<file path="src/fes_pkg.sv">
// package: constants shared by the flash erase sequencer ends
package fes_pkg;
    // ----------------------------------------
    // commands and unlock keys
    // ----------------------------------------
    localparam logic [7:0] FES_CMD_PAGE_ERASE = 8'h95;
    localparam logic [7:0] FES_CMD_MASS_ERASE = 8'h63;
    localparam logic [7:0] FES_KEY_FIRST = 8'h73;
    localparam logic [7:0] FES_KEY_SECOND = 8'h8C;
    localparam logic [7:0] FES_ERASED_BYTE = 8'hFF;
    // ----------------------------------------
    // array geometry and timing
    // ----------------------------------------
    localparam int FES_PAGE_BYTES = 512;
    localparam int FES_PAGE_AW = 9;
    localparam int FES_PAGES = 8;
    localparam int FES_PAGE_IDX_W = 3;
    localparam int FES_CLK_MHZ = 200;
    localparam int FES_ERASE_US = 10;
    localparam int FES_ERASE_CYC = FES_ERASE_US * FES_CLK_MHZ;
    // ----------------------------------------
    // status codes
    // ----------------------------------------
    localparam logic [1:0] FES_ST_LOCKED = 2'h0;
    localparam logic [1:0] FES_ST_HALF = 2'h1;
    localparam logic [1:0] FES_ST_UNLOCKED = 2'h2;
    localparam logic [1:0] FES_ST_BUSY = 2'h3;
endpackage

</file>
<file path="src/fes_if.sv">
// interface: command link between host side and erase sequencer
`timescale 1ns/1ps
interface fes_if;
    logic cmd_valid;
    logic [7:0] cmd_data;
    logic cmd_from_debug;
    logic [2:0] page_sel;
    logic mass_enable;
    logic [1:0] status;
    logic busy;
    logic cpu_stall;
    logic done;
    logic protect_err;
    modport dev (input cmd_valid, input cmd_data, input cmd_from_debug, input page_sel, input mass_enable,
                 output status, output busy, output cpu_stall, output done, output protect_err);
    modport host (output cmd_valid, output cmd_data, output cmd_from_debug, output page_sel, output mass_enable,
                  input status, input busy, input cpu_stall, input done, input protect_err);
endinterface

</file>
<file path="src/fes_device.sv">
// module: flash erase sequencer with unlock, page/mass erase and bypass
// Functional notes
// - host programs each byte at most twice
// - erase one 512-byte page to FFH
// - page from select, only if unprotected
// - unlocked plus page, 95h starts page erase
// - stall cpu during erase, peripherals run
// - debug port polls status for page erase
// - relock after page erase completes
// - mass erase only via debug port
// - unlocked plus enabled, 63H starts mass erase
// - poll during mass erase, then relock
// - bypass routes flash controls to pins
// - bypass keeps page erase, rows external
// - row programming via bypass for gangs
`timescale 1ns/1ps
module fes_device
    import fes_pkg::*;
#(
    parameter int PAGES = FES_PAGES,
    parameter int ERASE_CYC = FES_ERASE_CYC
)
(
    input wire logic clk_in,
    input wire logic rst_in,
    input wire logic ce_in,
    input wire logic [PAGES-1:0] protect_in,
    input wire logic bypass_in,
    input wire logic pin_erase_in,
    input wire logic [2:0] pin_page_in,
    input wire logic pin_prog_in,
    output logic pin_busy_out,
    output logic [PAGES-1:0] page_blank_out,
    output logic array_wr_out,
    output logic array_erase_out,
    output logic [2:0] array_page_out,
    output logic [7:0] array_fill_out,
    fes_if.dev link
);
    // ----------------------------------------
    // elaboration checks
    // ----------------------------------------
    if (PAGES < 1 || PAGES > (1 << FES_PAGE_IDX_W))
    begin : g_bad_pages
        $error("fes_device: PAGES must fit the page index");
    end
    if (ERASE_CYC < 1)
    begin : g_bad_erase_cyc
        $error("fes_device: ERASE_CYC must be positive");
    end

    typedef enum {FES_LOCKED, FES_HALF, FES_UNLOCKED, FES_ERASE} fes_state_t;
    fes_state_t st_r, st_nxt;
    logic mass_r, mass_nxt, done_r, done_nxt, perr_r, perr_nxt;
    logic [2:0] page_r, page_nxt;
    logic [31:0] cnt_r, cnt_nxt;
    logic [PAGES-1:0] blank_r, blank_nxt;
    // pin synchronisers, first stage read only by the second
    logic [4:0] pin_s1_r, pin_s2_r;
    logic pe_prev_r;
    logic p_erase, p_prog, p_erase_rise;
    logic [2:0] p_page;
    logic page_ok, unprot;

    always_ff @(posedge clk_in)
    begin
        if (rst_in)
        begin
            pin_s1_r <= 5'h00;
            pin_s2_r <= 5'h00;
            pe_prev_r <= 1'b0;
        end
        else if (ce_in)
        begin
            pin_s1_r <= {pin_prog_in, pin_page_in, pin_erase_in};
            pin_s2_r <= pin_s1_r;
            pe_prev_r <= pin_s2_r[0];
        end
    end
    assign p_erase = pin_s2_r[0];
    assign p_page = pin_s2_r[3:1];
    assign p_prog = pin_s2_r[4];
    assign p_erase_rise = p_erase & ~pe_prev_r;

    assign page_ok = (32'(link.page_sel) < PAGES);
    assign unprot = page_ok && !protect_in[link.page_sel];

    // ----------------------------------------
    // sequencer
    // ----------------------------------------
    always_comb
    begin
        st_nxt = st_r;
        mass_nxt = mass_r;
        page_nxt = page_r;
        cnt_nxt = cnt_r;
        blank_nxt = blank_r;
        done_nxt = 1'b0;
        perr_nxt = perr_r;
        case (st_r)
            FES_LOCKED:
            begin
                // bypass skips the controller; pin erase still allowed
                if (bypass_in && p_erase_rise && 32'(p_page) < PAGES && !protect_in[p_page])
                begin
                    st_nxt = FES_ERASE;
                    mass_nxt = 1'b0;
                    page_nxt = p_page;
                    cnt_nxt = 32'(ERASE_CYC);
                end
                else if (link.cmd_valid && link.cmd_data == FES_KEY_FIRST && !bypass_in)
                    st_nxt = FES_HALF;
                // erase codes while locked are ignored
            end
            FES_HALF:
            begin
                if (link.cmd_valid)
                    st_nxt = (link.cmd_data == FES_KEY_SECOND) ? FES_UNLOCKED : FES_LOCKED;
            end
            FES_UNLOCKED:
            begin
                if (link.cmd_valid)
                begin
                    if (link.cmd_data == FES_CMD_PAGE_ERASE && unprot)
                    begin
                        st_nxt = FES_ERASE;
                        mass_nxt = 1'b0;
                        page_nxt = link.page_sel;
                        cnt_nxt = 32'(ERASE_CYC);
                        perr_nxt = 1'b0;
                    end
                    else if (link.cmd_data == FES_CMD_MASS_ERASE && link.mass_enable
                             && link.cmd_from_debug)
                    begin
                        st_nxt = FES_ERASE;
                        mass_nxt = 1'b1;
                        cnt_nxt = 32'(ERASE_CYC);
                        perr_nxt = 1'b0;
                    end
                    else
                    begin
                        // protected target or bad code: relock, array untouched
                        st_nxt = FES_LOCKED;
                        perr_nxt = (link.cmd_data == FES_CMD_PAGE_ERASE);
                    end
                end
            end
            FES_ERASE:
            begin
                if (cnt_r == 32'h1)
                begin
                    st_nxt = FES_LOCKED;
                    done_nxt = 1'b1;
                    if (mass_r)
                        blank_nxt = '1;
                    else
                        blank_nxt[page_r] = 1'b1;
                end
                else
                    cnt_nxt = cnt_r - 32'h1;
            end
            default: st_nxt = FES_LOCKED;
        endcase
        // external row programming dirties the page it targets
        if (bypass_in && p_prog && st_r != FES_ERASE && 32'(p_page) < PAGES)
            blank_nxt[p_page] = 1'b0;
    end

    always_ff @(posedge clk_in)
    begin
        if (rst_in)
        begin
            st_r <= FES_LOCKED;
            mass_r <= 1'b0;
            page_r <= 3'h0;
            cnt_r <= 32'h0;
            blank_r <= '0;
            done_r <= 1'b0;
            perr_r <= 1'b0;
        end
        else if (ce_in)
        begin
            st_r <= st_nxt;
            mass_r <= mass_nxt;
            page_r <= page_nxt;
            cnt_r <= cnt_nxt;
            blank_r <= blank_nxt;
            done_r <= done_nxt;
            perr_r <= perr_nxt;
        end
    end

    // ----------------------------------------
    // outputs
    // ----------------------------------------
    always_comb
    begin
        case (st_r)
            FES_LOCKED: link.status = FES_ST_LOCKED;
            FES_HALF: link.status = FES_ST_HALF;
            FES_UNLOCKED: link.status = FES_ST_UNLOCKED;
            FES_ERASE: link.status = FES_ST_BUSY;
            default: link.status = FES_ST_LOCKED;
        endcase
    end
    assign link.busy = (st_r == FES_ERASE);
    // stall only the core; clock and peripherals keep running
    assign link.cpu_stall = (st_r == FES_ERASE);
    assign link.done = done_r;
    assign link.protect_err = perr_r;
    assign pin_busy_out = (st_r == FES_ERASE);
    assign page_blank_out = blank_r;
    // in bypass, row writes go from the two-stage synchronised pins to the array, except during erase
    assign array_wr_out = bypass_in & p_prog & (st_r != FES_ERASE);
    assign array_erase_out = (st_r == FES_ERASE);
    assign array_page_out = (st_r == FES_ERASE) ? page_r : p_page;
    assign array_fill_out = FES_ERASED_BYTE;
endmodule

</file>
<file path="src/flat_wrapper.sv">
// flat-port wrapper written by rule: the top's interface ports become plain ports
module fes_device_flat import fes_pkg::*;
#(
    parameter int PAGES = FES_PAGES,
    parameter int ERASE_CYC = FES_ERASE_CYC
)
  (clk_in, rst_in, ce_in, protect_in, bypass_in, pin_erase_in, pin_page_in, pin_prog_in, pin_busy_out, page_blank_out, array_wr_out, array_erase_out, array_page_out, array_fill_out, link_cmd_valid, link_cmd_data, link_cmd_from_debug, link_page_sel, link_mass_enable, link_status, link_busy, link_cpu_stall, link_done, link_protect_err);
  fes_if link_i ();
  input wire logic clk_in;
  input wire logic rst_in;
  input wire logic ce_in;
  input wire logic [PAGES-1:0] protect_in;
  input wire logic bypass_in;
  input wire logic pin_erase_in;
  input wire logic [2:0] pin_page_in;
  input wire logic pin_prog_in;
  output logic pin_busy_out;
  output logic [PAGES-1:0] page_blank_out;
  output logic array_wr_out;
  output logic array_erase_out;
  output logic [2:0] array_page_out;
  output logic [7:0] array_fill_out;
  input wire logic [$bits(link_i.cmd_valid)-1:0] link_cmd_valid;
  input wire logic [$bits(link_i.cmd_data)-1:0] link_cmd_data;
  input wire logic [$bits(link_i.cmd_from_debug)-1:0] link_cmd_from_debug;
  input wire logic [$bits(link_i.page_sel)-1:0] link_page_sel;
  input wire logic [$bits(link_i.mass_enable)-1:0] link_mass_enable;
  output wire logic [$bits(link_i.status)-1:0] link_status;
  output wire logic [$bits(link_i.busy)-1:0] link_busy;
  output wire logic [$bits(link_i.cpu_stall)-1:0] link_cpu_stall;
  output wire logic [$bits(link_i.done)-1:0] link_done;
  output wire logic [$bits(link_i.protect_err)-1:0] link_protect_err;
  assign link_i.cmd_valid = link_cmd_valid;
  assign link_i.cmd_data = link_cmd_data;
  assign link_i.cmd_from_debug = link_cmd_from_debug;
  assign link_i.page_sel = link_page_sel;
  assign link_i.mass_enable = link_mass_enable;
  assign link_status = link_i.status;
  assign link_busy = link_i.busy;
  assign link_cpu_stall = link_i.cpu_stall;
  assign link_done = link_i.done;
  assign link_protect_err = link_i.protect_err;
  fes_device #(.PAGES(PAGES), .ERASE_CYC(ERASE_CYC)) u_core (.clk_in(clk_in), .rst_in(rst_in), .ce_in(ce_in), .protect_in(protect_in), .bypass_in(bypass_in), .pin_erase_in(pin_erase_in), .pin_page_in(pin_page_in), .pin_prog_in(pin_prog_in), .pin_busy_out(pin_busy_out), .page_blank_out(page_blank_out), .array_wr_out(array_wr_out), .array_erase_out(array_erase_out), .array_page_out(array_page_out), .array_fill_out(array_fill_out), .link(link_i));
endmodule
</file>
<file path="config.mk">
export PLATFORM = sky130hd
export DESIGN_NAME = fes_device_flat
export DESIGN_NICKNAME = d
export VERILOG_FILES = /design/src/fes_pkg.sv /design/src/fes_if.sv /design/src/fes_device.sv /design/src/flat_wrapper.sv
export SDC_FILE = /design/constraint.sdc
export NUM_CORES = 1
export LEC_CHECK = 0
export ABC_AREA = 1
export BUFFER_PORTS_ARGS = -buffer_cell sky130_fd_sc_hd__buf_2
export CAP_MARGIN = 20
export CORE_UTILIZATION = 58
export CTS_CLUSTER_SIZE = 40
export DETAILED_ROUTE_END_ITERATION = 8
export PLACE_DENSITY = 0.89
export SLEW_MARGIN = 20
export SYNTH_ARGS = -nofsm -noshare
export SYNTH_HDL_FRONTEND = slang
export SYNTH_SLANG_ARGS = --single-unit
</file>
<file path="constraint.sdc">
create_clock -name clk_in -period 2.1 [get_ports clk_in]
set_clock_uncertainty 0.2 [all_clocks]
set_input_delay 0.42 -clock clk_in [delete_from_list [all_inputs] [get_ports clk_in]]
set_output_delay 0.42 -clock clk_in [all_outputs]
set_load 0.05 [all_outputs]
</file>
**Yosys cells after proc, flatten, opt, wreduce, memory -nomap -nowiden**

Index checks and enable logic that the tools add are counted.

- Register bits after elaboration: 89
- Input port bits: 31
- Output and inout port bits: 28

- $add $sub $neg: 1
- Magnitude comparators: 5
- Equal/unequal tests: 18
- Mux-type cells: 42
- Bitwise gates (word level): 7
- Reductions and logical operators: 22

Operator list:

| kind | count |
|---|---|
| two-way mux 32 bit | 11 |
| case mux 32 bit (4 select lines) | 1 |
| case mux 32 bit (3 select lines) | 1 |
| == test 32 x 1 -> 1 bit (second input constant) | 2 |
| == test 32 x 2 -> 1 bit (second input constant) | 2 |
| == test 32 x 3 -> 1 bit (second input constant) | 1 |
| zero test 32 bit | 1 |
| two-way mux 8 bit | 4 |
| != test 32 x 3 -> 1 bit (second input constant) | 1 |
| subtractor 32 x 1 -> 32 bit (second input constant) | 1 |
| == test 8 x 7 -> 1 bit (second input constant) | 2 |
| == test 8 bit (second input constant) | 2 |
| AND reduction 5 bit | 3 |
| less-than comparator 3 x 4 -> 1 bit (second input constant) | 3 |
| two-way mux 1 bit | 12 |
| two-way mux 3 bit | 4 |
| logical AND 1 bit | 11 |
| bitwise AND 8 bit | 1 |
| NOT 8 bit | 1 |
| OR 8 bit | 1 |
| binary-select mux 1 bit (select 3 bit) | 2 |
| demux 1 bit (select 3 bit) | 2 |
| >= comparator 3 x 1 -> 1 bit (second input constant) | 2 |
| != test 2 x 1 -> 1 bit (second input constant) | 3 |
| other kinds (13) | 21 |

**Depth between registers and ports, before layout**

Gate-level depths: netlist (run 1).

- Depth after elaboration: 10
- Depth in mapped cells: 14
- Depth with buffers taken out: 13

**Least setup slack after synthesis (run 1)**

Ideal clock, no wire load.

- Kind: flip-flop to output port
- From: reg u_core.st_r[0]
- To: out array_page_out[0]
- Data arrival time: 1971 ps
- Required time: 1480 ps
- Setup slack: -491 ps
- Cell stages (with the launch flop): 5
- Cell sequence: dfxtp_1 -> buf_2 -> nand2_1 -> clkbuf_1 -> o21ai_0

- Longest elaborated chain between the ends: 2

RTL lines:

| item | RTL line | source |
|---|---|---|
| from (decl) | fes_device.sv:53 | `fes_state_t st_r, st_nxt;` |
| from (signal assigned) | fes_device.sv:183 | `st_r <= st_nxt;` |
| == test 32 x 3 -> 1 bit | fes_device.sv:216 | `assign array_page_out = (st_r == FES_ERASE) ? page_r : p_page;` |
| two-way mux 3 bit | fes_device.sv:216 |  |
| to (decl) | flat_wrapper.sv:21 | `output logic [2:0] array_page_out;` |

Every way passes these cells.

**Worst setup path in the final report (run 1)**

- From: reg u_core.cnt_r[14]
- To: reg u_core.cnt_r[4]

- Longest elaborated chain between the ends: 3

RTL lines:

| item | RTL line | source |
|---|---|---|
| from (decl) | fes_device.sv:56 | `logic [31:0] cnt_r, cnt_nxt;` |
| from (signal assigned) | fes_device.sv:186 | `cnt_r <= cnt_nxt;` |
| == test 32 x 1 -> 1 bit | fes_device.sv:150 | `if (cnt_r == 32'h1)` |
| != test 2 bit (no source line) | n/a |  |
| AND reduction 6 bit (no source line) | n/a |  |

Every way passes these cells.
A chain may end at the register's enable or synchronous reset.

==> out/summary.md, run 1 <==
The delay of the slowest cell on the worst path came out at 0.35 ns. The total CTS buffers is 9. The final critical path takes up 103.2% of the cycle.

Summed over all layers, the routed wires come to 14020 um. The maximum fanout count along the critical path was 5; the average wire per standard cell was 15.59 um. During I/O placement, the number of pins put on the boundary was 59. For the worst setup path, the data required time is 2.20 ns. In this run the horizontal extent of the chip is 87.04 um. The multi-input combinational cells in the finished layout cover a total of 2532 um2. In this run, synthesis produced a sequential element count of 59. The flow ran to the end, but the final reports show violations.

The kind of critical path was register to register. The worst setup margin is -0.06767 ns, and the total congestion overflow is 0. The internal cell power is 2.556 mW. Counting both buffers and inverters, the worst setup path holds a total of 2. Largest net degree at the start of global routing: 33. The achievable clock frequency came out at 0.4613 GHz.

The worst hold path belongs to the class input port to register. The congestion estimate from routability-driven global placement came to 0.9700. The gate count of the mapped netlist is 718. The checks that failed: DRC, setup timing.

In this run, distinct cell masters in the synthesized netlist total 36. For the floorplan core area, the log shows 6907 um2. The worst setup path is launched from a register.

The floorplan has 30 rows. Walking the worst path, the cells encountered are nor2_1 -> nand2_1 -> nor2_4 -> nand2_2 -> nor2_2 -> nand2_2 -> nand2_4 -> nor2_4 -> buf_4 -> buf_4 -> and3_1 -> nor2_1. The tools report the number of sinks driven by the clock tree as 59. The sum of net half-perimeters after detailed placement is 8544 um. The global-route total usage across every layer was 33.90%; the DRC violations left was 22. The share of total power in sequential cells came out at 27.2%.

The fraction of power spent switching nets works out to 45.92%. The H-tree generated during clock tree synthesis spans 3 levels. Sequential elements use 28.16% of the synthesized area. The most used flip-flop cell after synthesis is sky130_fd_sc_hd__dfxtp_1. The via density per instance is 5.836, and the diode insertion count for antenna repair is 0. The family with the most delay on the worst path was simple AND/OR/NAND/NOR gates. STA puts the critical path data arrival time at 2.27 ns. The number of max-slew violations in the final report was 0; the initial DRC count was 716. The worst hold slack came out at 0.06832 ns. The tools report the kind of end point of the critical path as a register. For this design the static power due to leakage is 2.548 nW. Clock share of power: 24.0%. The combinational share of power was 48.9%; the insertion delay of the later-clocked pin in the worst-skew pair was 0.37 ns.

Counting the fill cells in the layout gives 528. Once detail routing completed, the nets flagged for antenna violations numbered 0. The tools report the via count of the first global-routing pass as 4641. Max-cap violations in this run came to 0. Detailed-routing iteration count for the pre-antenna-repair pass: 9. For the finished layout, the period the worst path requires is 2.168 ns.

For this design the ratio of total power to cell area is 919.0 nW/um2. In this run the cell area of the synthesized design comes to 4194 um2. Number of antenna violations at the first check in global routing: 0. The area added between synthesis and finish works out to 22.61%.

The async set or reset register ratio after synthesis works out to 0%. In this run the biggest area consumer among cell types represents 28.16% of the synthesized area. The number of enable flip-flop cells after synthesis works out to 0. For this design, the slowest cell found on the critical path is sky130_fd_sc_hd__dfxtp_1. After clock tree synthesis, the flow added hold-fix buffers numbering 0.

TritonCTS built the clock tree. The mean instance size in the synthesized netlist is 5.841 um2. The initial utilization of the core area, before any placement, comes to 60.72%.

The tools report the reported net switching power as 2.170 mW. The worst-case IR drop observed on VDD is 0.4550 mV. The number of buffer cells added on primary ports is 50. The Yosys step of the flow raised 0 warnings. Setup violations remaining at the end of the flow were counted as 36.

For the hold violation count in the final report, the log shows 0. The sequential cell area is 1190 um2, and the first-pass GRT wire length is 20200 um. The largest total area in the synthesized netlist belongs to sky130_fd_sc_hd__dfxtp_1. The area of the die came out at 7575 um2.

Cells with a size suffix above 1 make up 20.92% of the layout. The final net count came out at 831. After synthesis, the cell types taking the most area are sky130_fd_sc_hd__dfxtp_1 28%, sky130_fd_sc_hd__nand2_1 17%, sky130_fd_sc_hd__nor2_1 12%.

In the layout the commonest cells are 186 x sky130_fd_sc_hd__nand2_1, 121 x sky130_fd_sc_hd__nor2_1, 80 x sky130_fd_sc_hd__inv_1. The library cell used most frequently in the layout, excluding fill and tap cells, is sky130_fd_sc_hd__nand2_1. Summing over every cut layer, the via total after detailed routing is 5247. The root buffer cell chosen for the clock tree is sky130_fd_sc_hd__clkbuf_8. Counting along the longest clock path gives a buffer depth of 2. The clock slew seen by the registers of the worst setup and hold paths works out to 0.08 ns. The design draws 4.726 mW.

In this run the vertical extent of the chip is 87.04 um.
==> kinds of logic after synthesis <==
family | Yosys count | synth area share, %
compound gates | 94 | 12.86
buf+inv | 123 | 13.34
flops | 59 | 28.16
fa+ha+maj | 2 | 0.5966
simple gates | 439 | 44.96
other cells | 1 | 0.08941
==> routing by layer <==
metal	part of all wire [%]	global-route usage, %
met4	5.2	15.30
met2	45	56.84
met3	13	8.246
met1	37	40.97
met5	0	0
==> registers in the layout, indices dropped and copies added (netlist names) <==
signal,flops
u_core.pin_s2_r,5
u_core.link.protect_err,1
u_core.mass_r,1
u_core.cnt_r,32
u_core.link.done,1
u_core.pin_s1_r,5
u_core.page_r,3
u_core.pe_prev_r,1
u_core.page_blank_out,8
u_core.st_r,2
==> power by group through the flow <==
stage	Combinational [mW]	Sequential [mW]	Clock, mW
final	2.31	1.28	1.13
after global routing	2.52	1.29	1.19
after CTS	1.96	1.27	1.12
after detailed placement	1.94	1.29	0
after global placement	1.85	1.29	0
after floorplan	1.51	1.27	0
==> Yosys cell counts (8+ instances only) <==
master / number
sky130_fd_sc_hd__clkbuf_1: 12
sky130_fd_sc_hd__o21ai_0: 32
sky130_fd_sc_hd__o21a_1: 8
sky130_fd_sc_hd__buf_4: 12
sky130_fd_sc_hd__a21oi_1: 35
sky130_fd_sc_hd__dfxtp_1: 59
sky130_fd_sc_hd__nor2_1: 134
sky130_fd_sc_hd__inv_1: 83
sky130_fd_sc_hd__nor3_1: 10
sky130_fd_sc_hd__nand3_1: 71
sky130_fd_sc_hd__nand2_1: 188
sky130_fd_sc_hd__nand4_1: 13
==> worst min-delay path, cell delays in order <==
cell                     delay (ns)
sky130_fd_sc_hd__buf_2         0.07
sky130_fd_sc_hd__nor2_1        0.03
sky130_fd_sc_hd__nor2_1        0.08
==> stage by stage <==
step | instance area [um2] | TNS, ns | util (%) | worst slack, ns | instances
CTS | 4892 | -0.01828 | 70.83 | -0.01828 | 886
global placement | 4661 | 0 | 67.48 | 0.09690 | 870
finish | 5142 | -1.060 | 74.46 | -0.06767 | 899
floorplan | 4224 | -0.3590 | - | -0.1197 | 725
detailed placement | 4661 | 0 | 67.48 | 0.01736 | 870
global route | 5142 | -2.365 | 74.46 | -0.1008 | 899
==> what timing repair did <==
item                       4_1_cts  5_1_grt
gates resized for setup         11       25
pin swaps                        0        5
setup endpoints to repair        8       43
buffers inserted                 0        7
gates cloned                     0        6
==> area by class of cell <==
type	count	share of cell area, %
inverters	87	6.399
multi-input cells	543	49.25
well taps	96	2.336
repair buffers	98	14.84
flip-flops and latches	59	23.14
clock inverters	7	1.630
clock buffers	9	2.409
==> final timing paths <==
kind / from / end / slack [ns] / depth (start not counted)
worst min-delay path: pin_page_in[0] / u_core.pin_s1_r[1]$_SDFFE_PP0P_ / 0.07 / 3
worst max register to register: u_core.cnt_r[14]$_SDFFE_PP0P_ / u_core.cnt_r[4]$_SDFFE_PP0P_ / -0.07 / 12
worst max-delay path: u_core.cnt_r[14]$_SDFFE_PP0P_ / u_core.cnt_r[4]$_SDFFE_PP0P_ / -0.07 / 12
worst min register to register: u_core.page_blank_out[4]$_SDFFE_PP0P_ / u_core.page_blank_out[4]$_SDFFE_PP0P_ / 0.26 / 2
Power figures use the tool's default switching activity.
==> run 2, diff against run 1 <==
--- a/config.mk
+++ b/config.mk
@@ -12,6 +12,7 @@
 export CTS_CLUSTER_SIZE = 40
 export DETAILED_ROUTE_END_ITERATION = 8
 export PLACE_DENSITY = 0.89
+export SETUP_SLACK_MARGIN = 0.02
 export SLEW_MARGIN = 20
 export SYNTH_ARGS = -nofsm -noshare
 export SYNTH_HDL_FRONTEND = slang
==> out/summary.md, run 2 (synthesized netlist as in run 1, its figures left out) <==
The peak supply drop was 0.4365 mV (was 0.4550 mV); the die width was 87.04 um (unchanged). The run finished with clean final reports. The tools report the number of instances in the placed design as 870 (unchanged).

Number of levels the H-tree was split into: 3 (unchanged). The via count of the first global-routing pass came out at 4676 (was 4641). The total CTS buffers came out at 9 (unchanged). The tools report the total met2 wirelength after detailed routing as 6010 um (was 6271 um). The detailed-routing iteration count for the pre-antenna-repair pass is 5 (was 9), and the cell area power density is 896.6 nW/um2 (was 919.0 nW/um2). The sequential cell area is 1197 um2 (was 1190 um2), and the clock slew seen by the registers of the worst setup and hold paths is 0.08 ns (about the same). The sum of met3 wire segment lengths after detailed routing is 1380 um (was 1803 um), and the number of cell instances on the worst register-to-register path is 13 (was 12). The worst setup margin was 0.008787 ns (was -0.06767 ns); the overall power was 4.588 mW (was 4.726 mW). The number of buffer cells added on primary ports is 50 (unchanged), and the number of max-slew violations in the final report is 0 (unchanged). Met1 routed wirelength after detailed routing: 5157 um (was 5210 um).

The fraction of layout instances using a drive strength above 1 is 21.50% (was 20.92%). The total number of vias was 5088 (was 5247). The commonest non-fill, non-tap cell in the layout was sky130_fd_sc_hd__nand2_1 (unchanged). Via density per instance: 5.679 (was 5.836). Most frequent cells in the layout: 184 x sky130_fd_sc_hd__nand2_1, 120 x sky130_fd_sc_hd__nor2_1, 79 x sky130_fd_sc_hd__inv_1 (was 186 x sky130_fd_sc_hd__nand2_1, 121 x sky130_fd_sc_hd__nor2_1, 80 x sky130_fd_sc_hd__inv_1). The logs give 2550 um2 (was 2532 um2) for the area of the multi-input gates and 2.15 ns (was 2.27 ns) for the arrival time of the worst setup path. Type of the tightest min-delay check: input port to register (unchanged). The minimum clock period is 2.091 ns (was 2.168 ns), and the pre-CTS worst setup slack is 0.01736 ns (unchanged).

For the largest net degree at the start of global routing, the log shows 31 (was 33). The maximum fanout count along the critical path is 8 (was 5). The insertion delay of the later-clocked pin in the worst-skew pair was 0.36 ns (was 0.37 ns). Kind of critical path: register to register (unchanged). The final net count is 828 (was 831), and the global-route total usage across every layer is 34.72% (was 33.90%). The period utilization was 99.58% (was 103.2%). The number of sinks driven by the clock tree is 59 (unchanged), and the final-report setup violation count is 0 (was 36). The flip-flop count of the largest register, all copies and words added came out at 32 (unchanged). The depth of the worst hold-timing path came out at 3 (unchanged).

Overall die height: 87.04 um (unchanged). Register ranked first by flip-flop count: u_core.cnt_r (unchanged). The standby leakage power is 2.533 nW (was 2.548 nW), and the area of the die is 7575 um2 (unchanged). The global placer's final weighted congestion is 0.9700 (unchanged), and the DRC violations left is 0 (was 22). The number of antenna violations at the first check in global routing was 0 (unchanged). Setup repair after global routing could not meet its margin everywhere. The tools report the number of standard-cell rows in the floorplan as 30 (unchanged). Highest routed metal layer: met4 (unchanged). The required arrival time at the worst endpoint is 2.16 ns (was 2.20 ns), and the total length of routed wires is 13180 um (was 14020 um). Clock root buffer: sky130_fd_sc_hd__clkbuf_8 (unchanged). The maximum buffer depth of the clock tree is 2 (unchanged), and the first-pass GRT wire length is 20580 um (was 20200 um). The type of origin of the critical path was a register (unchanged). The logs give 59 (unchanged) for the number of top-level pins and 0 (unchanged) for the number of buffers inserted for hold repair after clock tree synthesis. The achievable clock frequency came out at 0.4782 GHz (was 0.4613 GHz). The residual antenna-violating net count after detailed routing was 0 (unchanged); the hold violation count in the final report was 0 (unchanged). The floorplan core area is 6907 um2 (unchanged), and the initial DRC count is 587 (was 716). Diode insertion count for antenna repair: 0 (unchanged). For the sum of net half-perimeters after detailed placement, the log shows 8544 um (unchanged). TritonCTS built the clock tree. Kind of end point of the critical path: a register (unchanged). The total congestion overflow was 0 (unchanged); the post-route non-filler standard cell count was 896 (was 899). The area added between synthesis and finish was 22.02% (was 22.61%); the initial standard-cell utilization of the core was 60.72% (unchanged). The fill cell instance count of the final layout was 531 (was 528). The number of maximum-capacitance violations is 0 (unchanged).

Average wire per standard cell: 14.71 um (was 15.59 um).
-- run 2: repair_timing --
item                       CTS  global route
setup endpoints to repair    9            45
pin swaps                    0             8
buffers inserted             0             7
resized for setup           13            36
cloned                       1             2
-- run 2: final timing paths --
kind / from / slack (ns) / end
worst max-delay path: u_core.cnt_r[11]$_SDFFE_PP0P_ / 0.009 / u_core.cnt_r[0]$_SDFFE_PP0P_
worst min-delay path: pin_page_in[0] / 0.08 / u_core.pin_s1_r[1]$_SDFFE_PP0P_
worst max register to register: u_core.cnt_r[11]$_SDFFE_PP0P_ / 0.009 / u_core.cnt_r[0]$_SDFFE_PP0P_
worst min register to register: u_core.page_blank_out[4]$_SDFFE_PP0P_ / 0.25 / u_core.page_blank_out[4]$_SDFFE_PP0P_
-- run 2: per-stage QoR --
stage               hold slack (ns)  util, %  area [um2]  TNS (ns)
detailed placement           0.2432    67.48        4661         0
global placement             0.2412    67.48        4661         0
global route                0.08193    74.09        5117   -0.9204
CTS                         0.07136    71.27        4922  -0.01828
floorplan                    0.2337        -        4224   -0.3590
finish                      0.07503    74.09        5117         0
-- run 2: report_power, final --
part           leakage [nW]  internal [mW]  switching (mW)
Sequential            0.484           1.20          0.0893
Combinational          1.95          0.753            1.43
Clock                 0.103          0.570           0.555
Total                  2.53           2.52            2.07
-- run 2: per-layer routing --
layer  vias up  global-route usage [%]
met1      2280                   42.25
met4         0                   17.12
li1       2413                       -
met3        73                   8.246
met5         -                       0
met2       322                   57.34
-- run 2: final cells by class --
type / instances / share of cell area, %
multi-input cells: 543 / 49.83
flip-flops and latches: 59 / 23.40
repair buffers: 95 / 13.89
inverters: 87 / 6.479
clock buffers: 9 / 2.421
well taps: 96 / 2.347
clock inverters: 7 / 1.638
-- run 2: critical path, cell delays in order (launching register included) --
cell and delay (ns):
sky130_fd_sc_hd__dfxtp_1 0.37, sky130_fd_sc_hd__nor2_1 0.15, sky130_fd_sc_hd__nand2_1 0.14, sky130_fd_sc_hd__nor2_4 0.15
sky130_fd_sc_hd__nand2_2 0.08, sky130_fd_sc_hd__nor2_2 0.13, sky130_fd_sc_hd__nand2_2 0.10, sky130_fd_sc_hd__nand2_4 0.09
sky130_fd_sc_hd__inv_2 0.06, sky130_fd_sc_hd__nand3_4 0.17, sky130_fd_sc_hd__clkbuf_16 0.20, sky130_fd_sc_hd__nand2_1 0.06
sky130_fd_sc_hd__inv_1 0.05, sky130_fd_sc_hd__nor2_1 0.04
